### src/logic/adc_ctl_cfg.svh
// Purpose: Constants for the converter control block
// Assumes: 100 MHz system clock, AXI4-Lite register access
// Notes:   Offsets are byte addresses of 32-bit words
`ifndef ADC_CTL_CFG_SVH
`define ADC_CTL_CFG_SVH

// ----------------------------------------------------------------
// Register offsets
// ----------------------------------------------------------------
`define OFS_CONTROL      4'h0
`define OFS_CHAN_CFG     4'h4
`define OFS_PRESCALE     4'h8
`define OFS_RESULT       4'hC

// ----------------------------------------------------------------
// Control field positions
// ----------------------------------------------------------------
`define CTL_SEL_LSB      0
`define CTL_START_BIT    3
`define CTL_EOC_BIT      4
`define CTL_EN_BIT       5
`define CTL_PREC_BIT     6
`define CTL_IEN_BIT      7

// ----------------------------------------------------------------
// Reset values
// ----------------------------------------------------------------
`define RST_CONTROL      8'h00
`define RST_CHAN_CFG     8'h00
`define RST_PRESCALE     5'h00

// ----------------------------------------------------------------
// Timing
// ----------------------------------------------------------------
`define CONV_PERIODS     11
`define ZERO_PRS_DIV     64
`define CONV_TYP_US      16
`define CLK_MHZ          100
`define CONV_TYP_CYC     (`CONV_TYP_US * `CLK_MHZ)

`endif

### src/logic/adc_ctl_pkg.sv
// Purpose: Types for the converter control block
// Assumes: Nothing
// Notes:   Conversion sequencer states
package adc_ctl_pkg;

  typedef enum logic [1:0] {
    ST_IDLE   = 2'b00,
    ST_SAMPLE = 2'b01,
    ST_CONV   = 2'b11,
    ST_DONE   = 2'b10
  } conv_state_e;

endpackage : adc_ctl_pkg

### src/logic/adc_clk_div.sv
// Purpose: Converter clock enable from the peripheral clock
// Assumes: Prescale value is static while converting
// Notes:   Zero prescale divides by 64, otherwise by 2*prs
`timescale 1ns/1ns
`include "adc_ctl_cfg.svh"
module adc_clk_div #(
  parameter int PRS_W = 5
) (
  // Clock and reset
  input  wire logic             clk_i,
  input  wire logic             rst_n_i,
  // Control
  input  wire logic             run_i,
  input  wire logic [PRS_W-1:0] prs_i,
  // Enable pulse
  output logic                  tick_o
);

  logic [6:0] cnt_r;
  logic [6:0] limit;

  if (PRS_W < 1 || PRS_W > 5) begin : g_bad_prs
    $error("PRS_W out of range");
  end

  assign limit = (prs_i == '0) ? 7'(`ZERO_PRS_DIV - 1)
                               : 7'({prs_i, 1'b0} - 1);

  always_ff @(posedge clk_i) begin
    if (!rst_n_i || !run_i) begin
      cnt_r  <= 7'h00;
      tick_o <= 1'b0;
    end else if (cnt_r >= limit) begin
      cnt_r  <= 7'h00;
      tick_o <= 1'b1;
    end else begin
      cnt_r  <= cnt_r + 7'h01;
      tick_o <= 1'b0;
    end
  end

endmodule : adc_clk_div

### src/logic/adc_conversion_control.sv
// Purpose: Converter control with AXI4-Lite registers
// Assumes: Analog core is modelled by a sampled result input
// Notes:   Core halt and interrupt deferral are ports to the core
`timescale 1ns/1ns
`include "adc_ctl_cfg.svh"

module adc_conversion_control #(
  parameter int NCH    = 8,
  parameter int RES_W  = 10,
  parameter int PRS_W  = 5
) (
  // Clock and reset
  input  wire logic              clk_i,
  input  wire logic              rst_n_i,
  // AXI4-Lite write address
  input  wire logic              s_axi_awvalid,
  output logic                   s_axi_awready,
  input  wire logic [3:0]        s_axi_awaddr,
  // AXI4-Lite write data
  input  wire logic              s_axi_wvalid,
  output logic                   s_axi_wready,
  input  wire logic [31:0]       s_axi_wdata,
  input  wire logic [3:0]        s_axi_wstrb,
  // AXI4-Lite write response
  output logic                   s_axi_bvalid,
  input  wire logic              s_axi_bready,
  output logic [1:0]             s_axi_bresp,
  // AXI4-Lite read address
  input  wire logic              s_axi_arvalid,
  output logic                   s_axi_arready,
  input  wire logic [3:0]        s_axi_araddr,
  // AXI4-Lite read data
  output logic                   s_axi_rvalid,
  input  wire logic              s_axi_rready,
  output logic [31:0]            s_axi_rdata,
  output logic [1:0]             s_axi_rresp,
  // Analog core
  output logic [2:0]             mux_sel_o,
  output logic                   sample_o,
  output logic                   conv_en_o,
  input  wire logic [RES_W-1:0]  conv_result_i,
  // Port 1 pin ownership
  output logic [NCH-1:0]         pin_analog_o,
  // Processor core
  output logic                   core_halt_o,
  output logic                   defer_irq_o,
  output logic                   eoc_irq_o
);

  localparam logic [1:0] RESP_OK  = 2'b00;
  localparam logic [1:0] RESP_ERR = 2'b10;

  adc_ctl_pkg::conv_state_e state_r;

  logic [2:0]       sel_r;
  logic             start_r;
  logic             eoc_r;
  logic             en_r;
  logic             prec_r;
  logic             ien_r;
  logic             prec_run_r;
  logic [NCH-1:0]   chcfg_r;
  logic [PRS_W-1:0] prs_r;
  logic [RES_W-1:0] result_r;
  logic [3:0]       bitcnt_r;
  logic             tick;
  logic             busy;
  logic             aw_held_r;
  logic             w_held_r;
  logic [3:0]       awaddr_r;
  logic [31:0]      wdata_r;
  logic [3:0]       wstrb_r;
  logic             wr_fire;
  logic             ctl_wr;
  logic             cfg_wr;
  logic             prs_wr;
  logic             start_req;
  logic             eoc_set;

  if (NCH != 8) begin : g_bad_nch
    $error("NCH must be 8");
  end
  if (RES_W != 10) begin : g_bad_res
    $error("RES_W must be 10");
  end

  // --------------------------------------------------------------
  // Register access helpers
  // --------------------------------------------------------------
  function automatic logic addr_ok(input logic [3:0] a);
    addr_ok = (a == `OFS_CONTROL) || (a == `OFS_CHAN_CFG) ||
              (a == `OFS_PRESCALE) || (a == `OFS_RESULT);
  endfunction : addr_ok

  function automatic logic [2:0] chan_of(input logic [31:0] w);
    chan_of = w[`CTL_SEL_LSB +: 3];
  endfunction : chan_of

  function automatic logic reg_hit(input logic fire, input logic [3:0] strb,
                                   input logic [3:0] a, input logic [3:0] ofs);
    reg_hit = fire && strb[0] && (a == ofs);
  endfunction : reg_hit

  // --------------------------------------------------------------
  // Converter clock enable
  // --------------------------------------------------------------
  adc_clk_div #(
    .PRS_W (PRS_W)
  ) u_div (
    .clk_i   (clk_i),
    .rst_n_i (rst_n_i),
    .run_i   (busy),
    .prs_i   (prs_r),
    .tick_o  (tick)
  );

  // --------------------------------------------------------------
  // AXI4-Lite write channel
  // --------------------------------------------------------------
  assign s_axi_awready = !aw_held_r && !s_axi_bvalid;
  assign s_axi_wready  = !w_held_r && !s_axi_bvalid;
  assign wr_fire       = aw_held_r && w_held_r && !s_axi_bvalid;
  assign ctl_wr        = reg_hit(wr_fire, wstrb_r, awaddr_r, `OFS_CONTROL);
  assign cfg_wr        = reg_hit(wr_fire, wstrb_r, awaddr_r, `OFS_CHAN_CFG);
  assign prs_wr        = reg_hit(wr_fire, wstrb_r, awaddr_r, `OFS_PRESCALE);

  always_ff @(posedge clk_i) begin
    if (!rst_n_i) begin
      aw_held_r <= 1'b0;
      awaddr_r  <= 4'h0;
    end else if (s_axi_awvalid && s_axi_awready) begin
      aw_held_r <= 1'b1;
      awaddr_r  <= s_axi_awaddr;
    end else if (wr_fire) begin
      aw_held_r <= 1'b0;
    end
  end

  always_ff @(posedge clk_i) begin
    if (!rst_n_i) begin
      w_held_r <= 1'b0;
      wdata_r  <= 32'h0000_0000;
      wstrb_r  <= 4'h0;
    end else if (s_axi_wvalid && s_axi_wready) begin
      w_held_r <= 1'b1;
      wdata_r  <= s_axi_wdata;
      wstrb_r  <= s_axi_wstrb;
    end else if (wr_fire) begin
      w_held_r <= 1'b0;
    end
  end

  always_ff @(posedge clk_i) begin
    if (!rst_n_i) begin
      s_axi_bvalid <= 1'b0;
      s_axi_bresp  <= RESP_OK;
    end else if (wr_fire) begin
      s_axi_bvalid <= 1'b1;
      s_axi_bresp  <= addr_ok(awaddr_r) ? RESP_OK : RESP_ERR;
    end else if (s_axi_bready) begin
      s_axi_bvalid <= 1'b0;
    end
  end

  // --------------------------------------------------------------
  // Software-written registers
  // --------------------------------------------------------------
  always_ff @(posedge clk_i) begin
    if (!rst_n_i) begin
      sel_r  <= 3'h0;
      en_r   <= 1'b0;
      prec_r <= 1'b0;
      ien_r  <= 1'b0;
    end else if (ctl_wr) begin
      sel_r  <= chan_of(wdata_r);
      en_r   <= wdata_r[`CTL_EN_BIT];
      prec_r <= wdata_r[`CTL_PREC_BIT];
      ien_r  <= wdata_r[`CTL_IEN_BIT];
    end
  end

  always_ff @(posedge clk_i) begin
    if (!rst_n_i) begin
      chcfg_r <= NCH'(`RST_CHAN_CFG);
    end else if (cfg_wr) begin
      chcfg_r <= wdata_r[NCH-1:0];
    end
  end

  always_ff @(posedge clk_i) begin
    if (!rst_n_i) begin
      prs_r <= PRS_W'(`RST_PRESCALE);
    end else if (prs_wr) begin
      prs_r <= wdata_r[PRS_W-1:0];
    end
  end

  assign pin_analog_o = chcfg_r;

  // --------------------------------------------------------------
  // Conversion sequencer
  // --------------------------------------------------------------
  assign busy      = (state_r != adc_ctl_pkg::ST_IDLE);
  // Start only on an enabled, selected channel when idle
  assign start_req = ctl_wr && wdata_r[`CTL_START_BIT] && !busy
                     && chcfg_r[chan_of(wdata_r)];
  assign eoc_set   = (state_r == adc_ctl_pkg::ST_DONE);

  always_ff @(posedge clk_i) begin
    if (!rst_n_i) begin
      state_r    <= adc_ctl_pkg::ST_IDLE;
      bitcnt_r   <= 4'h0;
      prec_run_r <= 1'b0;
    end else begin
      case (state_r)
        adc_ctl_pkg::ST_IDLE: begin
          if (start_req) begin
            state_r    <= adc_ctl_pkg::ST_SAMPLE;
            prec_run_r <= wdata_r[`CTL_PREC_BIT];
          end
        end
        adc_ctl_pkg::ST_SAMPLE: begin
          if (tick) begin
            state_r  <= adc_ctl_pkg::ST_CONV;
            bitcnt_r <= 4'(`CONV_PERIODS - 1);
          end
        end
        adc_ctl_pkg::ST_CONV: begin
          if (tick) begin
            if (bitcnt_r == 4'h1) state_r <= adc_ctl_pkg::ST_DONE;
            bitcnt_r <= bitcnt_r - 4'h1;
          end
        end
        adc_ctl_pkg::ST_DONE: begin
          state_r    <= adc_ctl_pkg::ST_IDLE;
          prec_run_r <= 1'b0;
        end
        default: state_r <= adc_ctl_pkg::ST_IDLE;
      endcase
    end
  end

  always_ff @(posedge clk_i) begin
    if (!rst_n_i) begin
      result_r <= '0;
    end else if (eoc_set) begin
      // Standard mode drops the two low bits
      result_r <= prec_run_r ? conv_result_i
                             : {conv_result_i[RES_W-1:2], 2'b00};
    end
  end

  always_ff @(posedge clk_i) begin
    if (!rst_n_i) begin
      start_r <= 1'b0;
    end else if (start_req) begin
      start_r <= 1'b1;
    end else if (eoc_set) begin
      start_r <= 1'b0;
    end
  end

  // Set wins over a software clear in the same cycle
  always_ff @(posedge clk_i) begin
    if (!rst_n_i) begin
      eoc_r <= 1'b0;
    end else if (eoc_set) begin
      eoc_r <= 1'b1;
    end else if (ctl_wr && !wdata_r[`CTL_EOC_BIT]) begin
      eoc_r <= 1'b0;
    end
  end

  // --------------------------------------------------------------
  // Analog core and processor controls
  // --------------------------------------------------------------
  always_ff @(posedge clk_i) begin
    if (!rst_n_i) begin
      mux_sel_o <= 3'h0;
    end else if (start_req) begin
      mux_sel_o <= chan_of(wdata_r);
    end
  end

  always_ff @(posedge clk_i) begin
    if (!rst_n_i) begin
      sample_o <= 1'b0;
    end else begin
      sample_o <= (state_r == adc_ctl_pkg::ST_SAMPLE);
    end
  end

  always_ff @(posedge clk_i) begin
    if (!rst_n_i) begin
      conv_en_o <= 1'b0;
    end else begin
      conv_en_o <= en_r;
    end
  end

  assign core_halt_o = prec_run_r && busy && !eoc_set;
  assign defer_irq_o = core_halt_o;
  assign eoc_irq_o   = eoc_r && ien_r;

  // --------------------------------------------------------------
  // AXI4-Lite read channel
  // --------------------------------------------------------------
  assign s_axi_arready = !s_axi_rvalid;

  always_ff @(posedge clk_i) begin
    if (!rst_n_i) begin
      s_axi_rvalid <= 1'b0;
      s_axi_rdata  <= 32'h0000_0000;
      s_axi_rresp  <= RESP_OK;
    end else if (s_axi_arvalid && s_axi_arready) begin
      s_axi_rvalid <= 1'b1;
      s_axi_rresp  <= addr_ok(s_axi_araddr) ? RESP_OK : RESP_ERR;
      case (s_axi_araddr)
        `OFS_CONTROL:  s_axi_rdata <= {24'h000000, ien_r, prec_r, en_r, eoc_r,
                                       start_r, sel_r};
        `OFS_CHAN_CFG: s_axi_rdata <= {24'h000000, chcfg_r};
        `OFS_PRESCALE: s_axi_rdata <= {27'h0, prs_r};
        `OFS_RESULT:   s_axi_rdata <= {22'h0, result_r};
        default:       s_axi_rdata <= 32'h0000_0000;
      endcase
    end else if (s_axi_rready) begin
      s_axi_rvalid <= 1'b0;
    end
  end

endmodule : adc_conversion_control

### config.mk
export PLATFORM = sky130hd
export DESIGN_NAME = adc_conversion_control
export DESIGN_NICKNAME = d
export VERILOG_FILES = /design/src/logic/adc_ctl_pkg.sv /design/src/logic/adc_clk_div.sv /design/src/logic/adc_conversion_control.sv
export VERILOG_INCLUDE_DIRS = /design/src /design/src/logic
export SDC_FILE = /design/constraint.sdc
export NUM_CORES = 1
export LEC_CHECK = 0
export BUFFER_PORTS_ARGS = -buffer_cell sky130_fd_sc_hd__buf_2
export CAP_MARGIN = 25
export CORE_UTILIZATION = 28
export DETAILED_ROUTE_END_ITERATION = 8
export PLACE_DENSITY_LB_ADDON = 0.15
export RECOVER_POWER = 25
export SYNTH_ARGS = -nofsm -noshare
export SYNTH_HDL_FRONTEND = slang
export SYNTH_HIERARCHICAL = 1
export SYNTH_SLANG_ARGS = --single-unit
### constraint.sdc
create_clock -name clk_i -period 1.78 [get_ports clk_i]
set_input_delay 0.178 -clock clk_i [delete_from_list [all_inputs] [get_ports clk_i]]
set_output_delay 0.178 -clock clk_i [all_outputs]
set_load 0.03 [all_outputs]
==> impl_metrics.toml <==
[route]
wl_met3_um = 433
ant_nets = 0
drt_wl_total_um = 9879
dr_total_vias = 3250
highest_layer = "met4"
drt_iter0_drc = 167
drt-wirelength-per-cell_um = 13.97
met2WireLength_um = 4548
dr.pass1.iters = 4
drcViolationCount = 0
wl_met1_um = 4803
vias_per_cell = 4.597

[cells_and_area]
stdcell_area_mm2 = 0.004852
drive_above_1_share = 0.2712
diodes = 0
nNetsFinal = 597
area_growth_pct = 28.24
final-instance-count-excl-fill = 707

[sta]
slew_viol_final = 0
fin_ws_ns = -0.04094
period_share = 1.023
clock_skew_ns = 0.008433
finalHoldViolCount = 0
setup_violations = 7
rsz0062_at_grt = "true"
setup_tns_ns = -0.1560
min_period_ns = 1.821
maxClockFrequency_ghz = 0.5492
hold_ws_ns = 0.06562

[synth]
yosys.cell_types.count = 52
ys_seq_area_frac = 0.4233
synth-seq-cells = 80
synth.top_cell.area_share = 0.4233
syn_avg_cell_area_um2 = 8.599
synth_area_leaders = "dfxtp_1 42%, nand2_1 6.3%, a21oi_1 5.7%, mux2i_1 5.6%, buf_4 5.0%"
yosys_warnings = 6
synth-edff-count = 0
yosys.area.top_type = "dfxtp_1"
synth_ff_type = "dfxtp_1"
synth_most_common_cell = "dfxtp_1"
synth_cells = 440
netlist_top_cells_count = "80 x dfxtp_1, 63 x nand2_1, 43 x a21oi_1"
synth_area_mm2 = 0.003784
async_flop_share = 0

[global_routing]
grt-ovfl-total = 0
antenna_found_initial = 0
grtUsageTotal = 0.1502
grt_pass1_wl_um = 16310
grt_pass1_vias = 3174
grt_max_degree = 46

[pwr]
power_w = 0.004107
cellLeakagePower_nw = 1.991
power_density_mw_per_mm2 = 846.4
ir_drop_mv = 0.3545

[clock_network]
clock_latency_ns = 0.34
root_buffer = "clkbuf_16"
cts_tree = "yes"
path_clk_slew_ns = 0.06
cts_buffer_depth = 2
cts-hold-fix-buffers = 0
cts_sinks = 80
cts_buffers = 9
htreeDepth = 3

[worst_setup_path]
crit_chain = "buf_6 -> o31a_1 -> a21oi_2 -> ha_4 -> buf_4 -> nand2_2 -> nor4_4 -> buf_4 -> o211a_1"
cpMostUsedCell = "buf_4"
worstPathRequired_ns = 2.01
cp.arrival_ns = 2.05
path_max_fanout = 3
critPathKind = "flop to flop"
cp_slowest_cell = "dfxtp_2"
r2r_slack_ns = -0.04
worst_path_largest_cell_delay_ns = 0.33
worst_setup_path_start_kind = "flop"
crit_path_end_kind = "flop"

[floorplan]
die_x_um = 118.2
ios = 118
die_area_mm2 = 0.01398
core_area_mm2 = 0.01319
rows = 42
fp.dieH_um = 118.2
start_util = 0.2869

[run]
max-cap-violations = 0

[placed_design]
globalplace.congestion = 0.7536
io_buffers = 66
hpwlAfterDp_um = 7399
dpl-instance-area_mm2 = 0.004388
dp.cells = 687

[hold_path]
hp-class = "input port to flop"

[outcome]
outcome = "finished, violations left"
violations = "setup timing"
cells in the final DEF, fill, tap and decap left out, drive strengths merged, types with 6 or more instances in the layout:
cell type / n
dfxtp: 80
buf: 80
nand2: 63
a21oi: 43
nor2: 37
clkbuf: 30
conb: 24
mux2i: 21
nand3: 21
o21ai: 16
nor3: 10
ha: 10
inv: 10
mux2: 8
a22oi: 8
and2: 8
nand2b: 6
state kept, by name, indices dropped and copies added, names as in the netlist, 2 cells and up:
name	cells
pin_analog_o	8
sel_r	3
result_r	10
prs_r	5
mux_sel_o	3
state_r	2
u_div/cnt_r	7
wdata_r	8
awaddr_r	4
bitcnt_r	4
s_axi_rdata	10
area by class of cell:
type                            instances  area (µm²)
Fill cell                            1378        8338
Timing Repair Buffer                   99       556.8
Clock inverter                          5       63.81
Multi-Input combinational cell        328        2132
Clock buffer                           11       242.7
Tap cell                              176       220.2
Sequential cell                        80        1607
Inverter                                8       30.03
where the power goes:
part	total, W	switching [W]	internal [W]
Clock	0.00191	0.000773	0.00114
Sequential	0.00186	0.0000388	0.00182
Combinational	0.000337	0.000234	0.000103
critical path: cells and delay by family, from the launching register on:
kind	cells	cell delay, ns
compound gates	3	0.64
buf+inv	3	0.40
simple gates	2	0.11
flops	1	0.33
fa+ha+maj	1	0.23
repair_timing:
item                                    in CTS  in global routing
resized for setup                           22                 11
endpoints found under the setup margin       8                 12
setup buffers                                5                  0
pin swaps                                   12                 10
per-layer routing:
metal  vias up  track usage
li1       1659            -
met1      1509       0.1925
met2        75       0.2415
met3         7      0.04247
met4         0      0.04968
met5         -            0
worst paths after layout:
path / start / end / cells after the start
setup / recovery: prs_r[1]$_SDFFE_PN0P_ / u_div/tick_o$_SDFF_PP0_ / 9
hold / removal: s_axi_wstrb[0] / wstrb_r[0]$_SDFFE_PN0P_ / 3
setup reg to reg: prs_r[1]$_SDFFE_PN0P_ / u_div/tick_o$_SDFF_PP0_ / 9
hold reg to reg: prec_r$_SDFFE_PN0N_ / prec_r$_SDFFE_PN0N_ / 2
metrics by stage:
| stage | worst slack, ns | utilization |
|---|---|---|
| after global placement | -0.1270 | 0.3327 |
| after global routing | -0.1527 | 0.3679 |
| after floorplan | 0.009507 | - |
| after CTS | -0.08935 | 0.3642 |
| final | -0.04094 | 0.3679 |
| after detailed placement | -0.2008 | 0.3327 |
logic make-up after synthesis:
family / count (synthesis) / share of synthesized area
other cells: 1 / 0.0009911
buf+inv: 55 / 0.08102
compound gates: 90 / 0.1481
fa+ha+maj: 10 / 0.03307
simple gates: 171 / 0.2249
flops: 80 / 0.4233
xor+xnor: 4 / 0.009261
mux: 29 / 0.07937
Note: power is estimated with default switching activity, not from simulation.
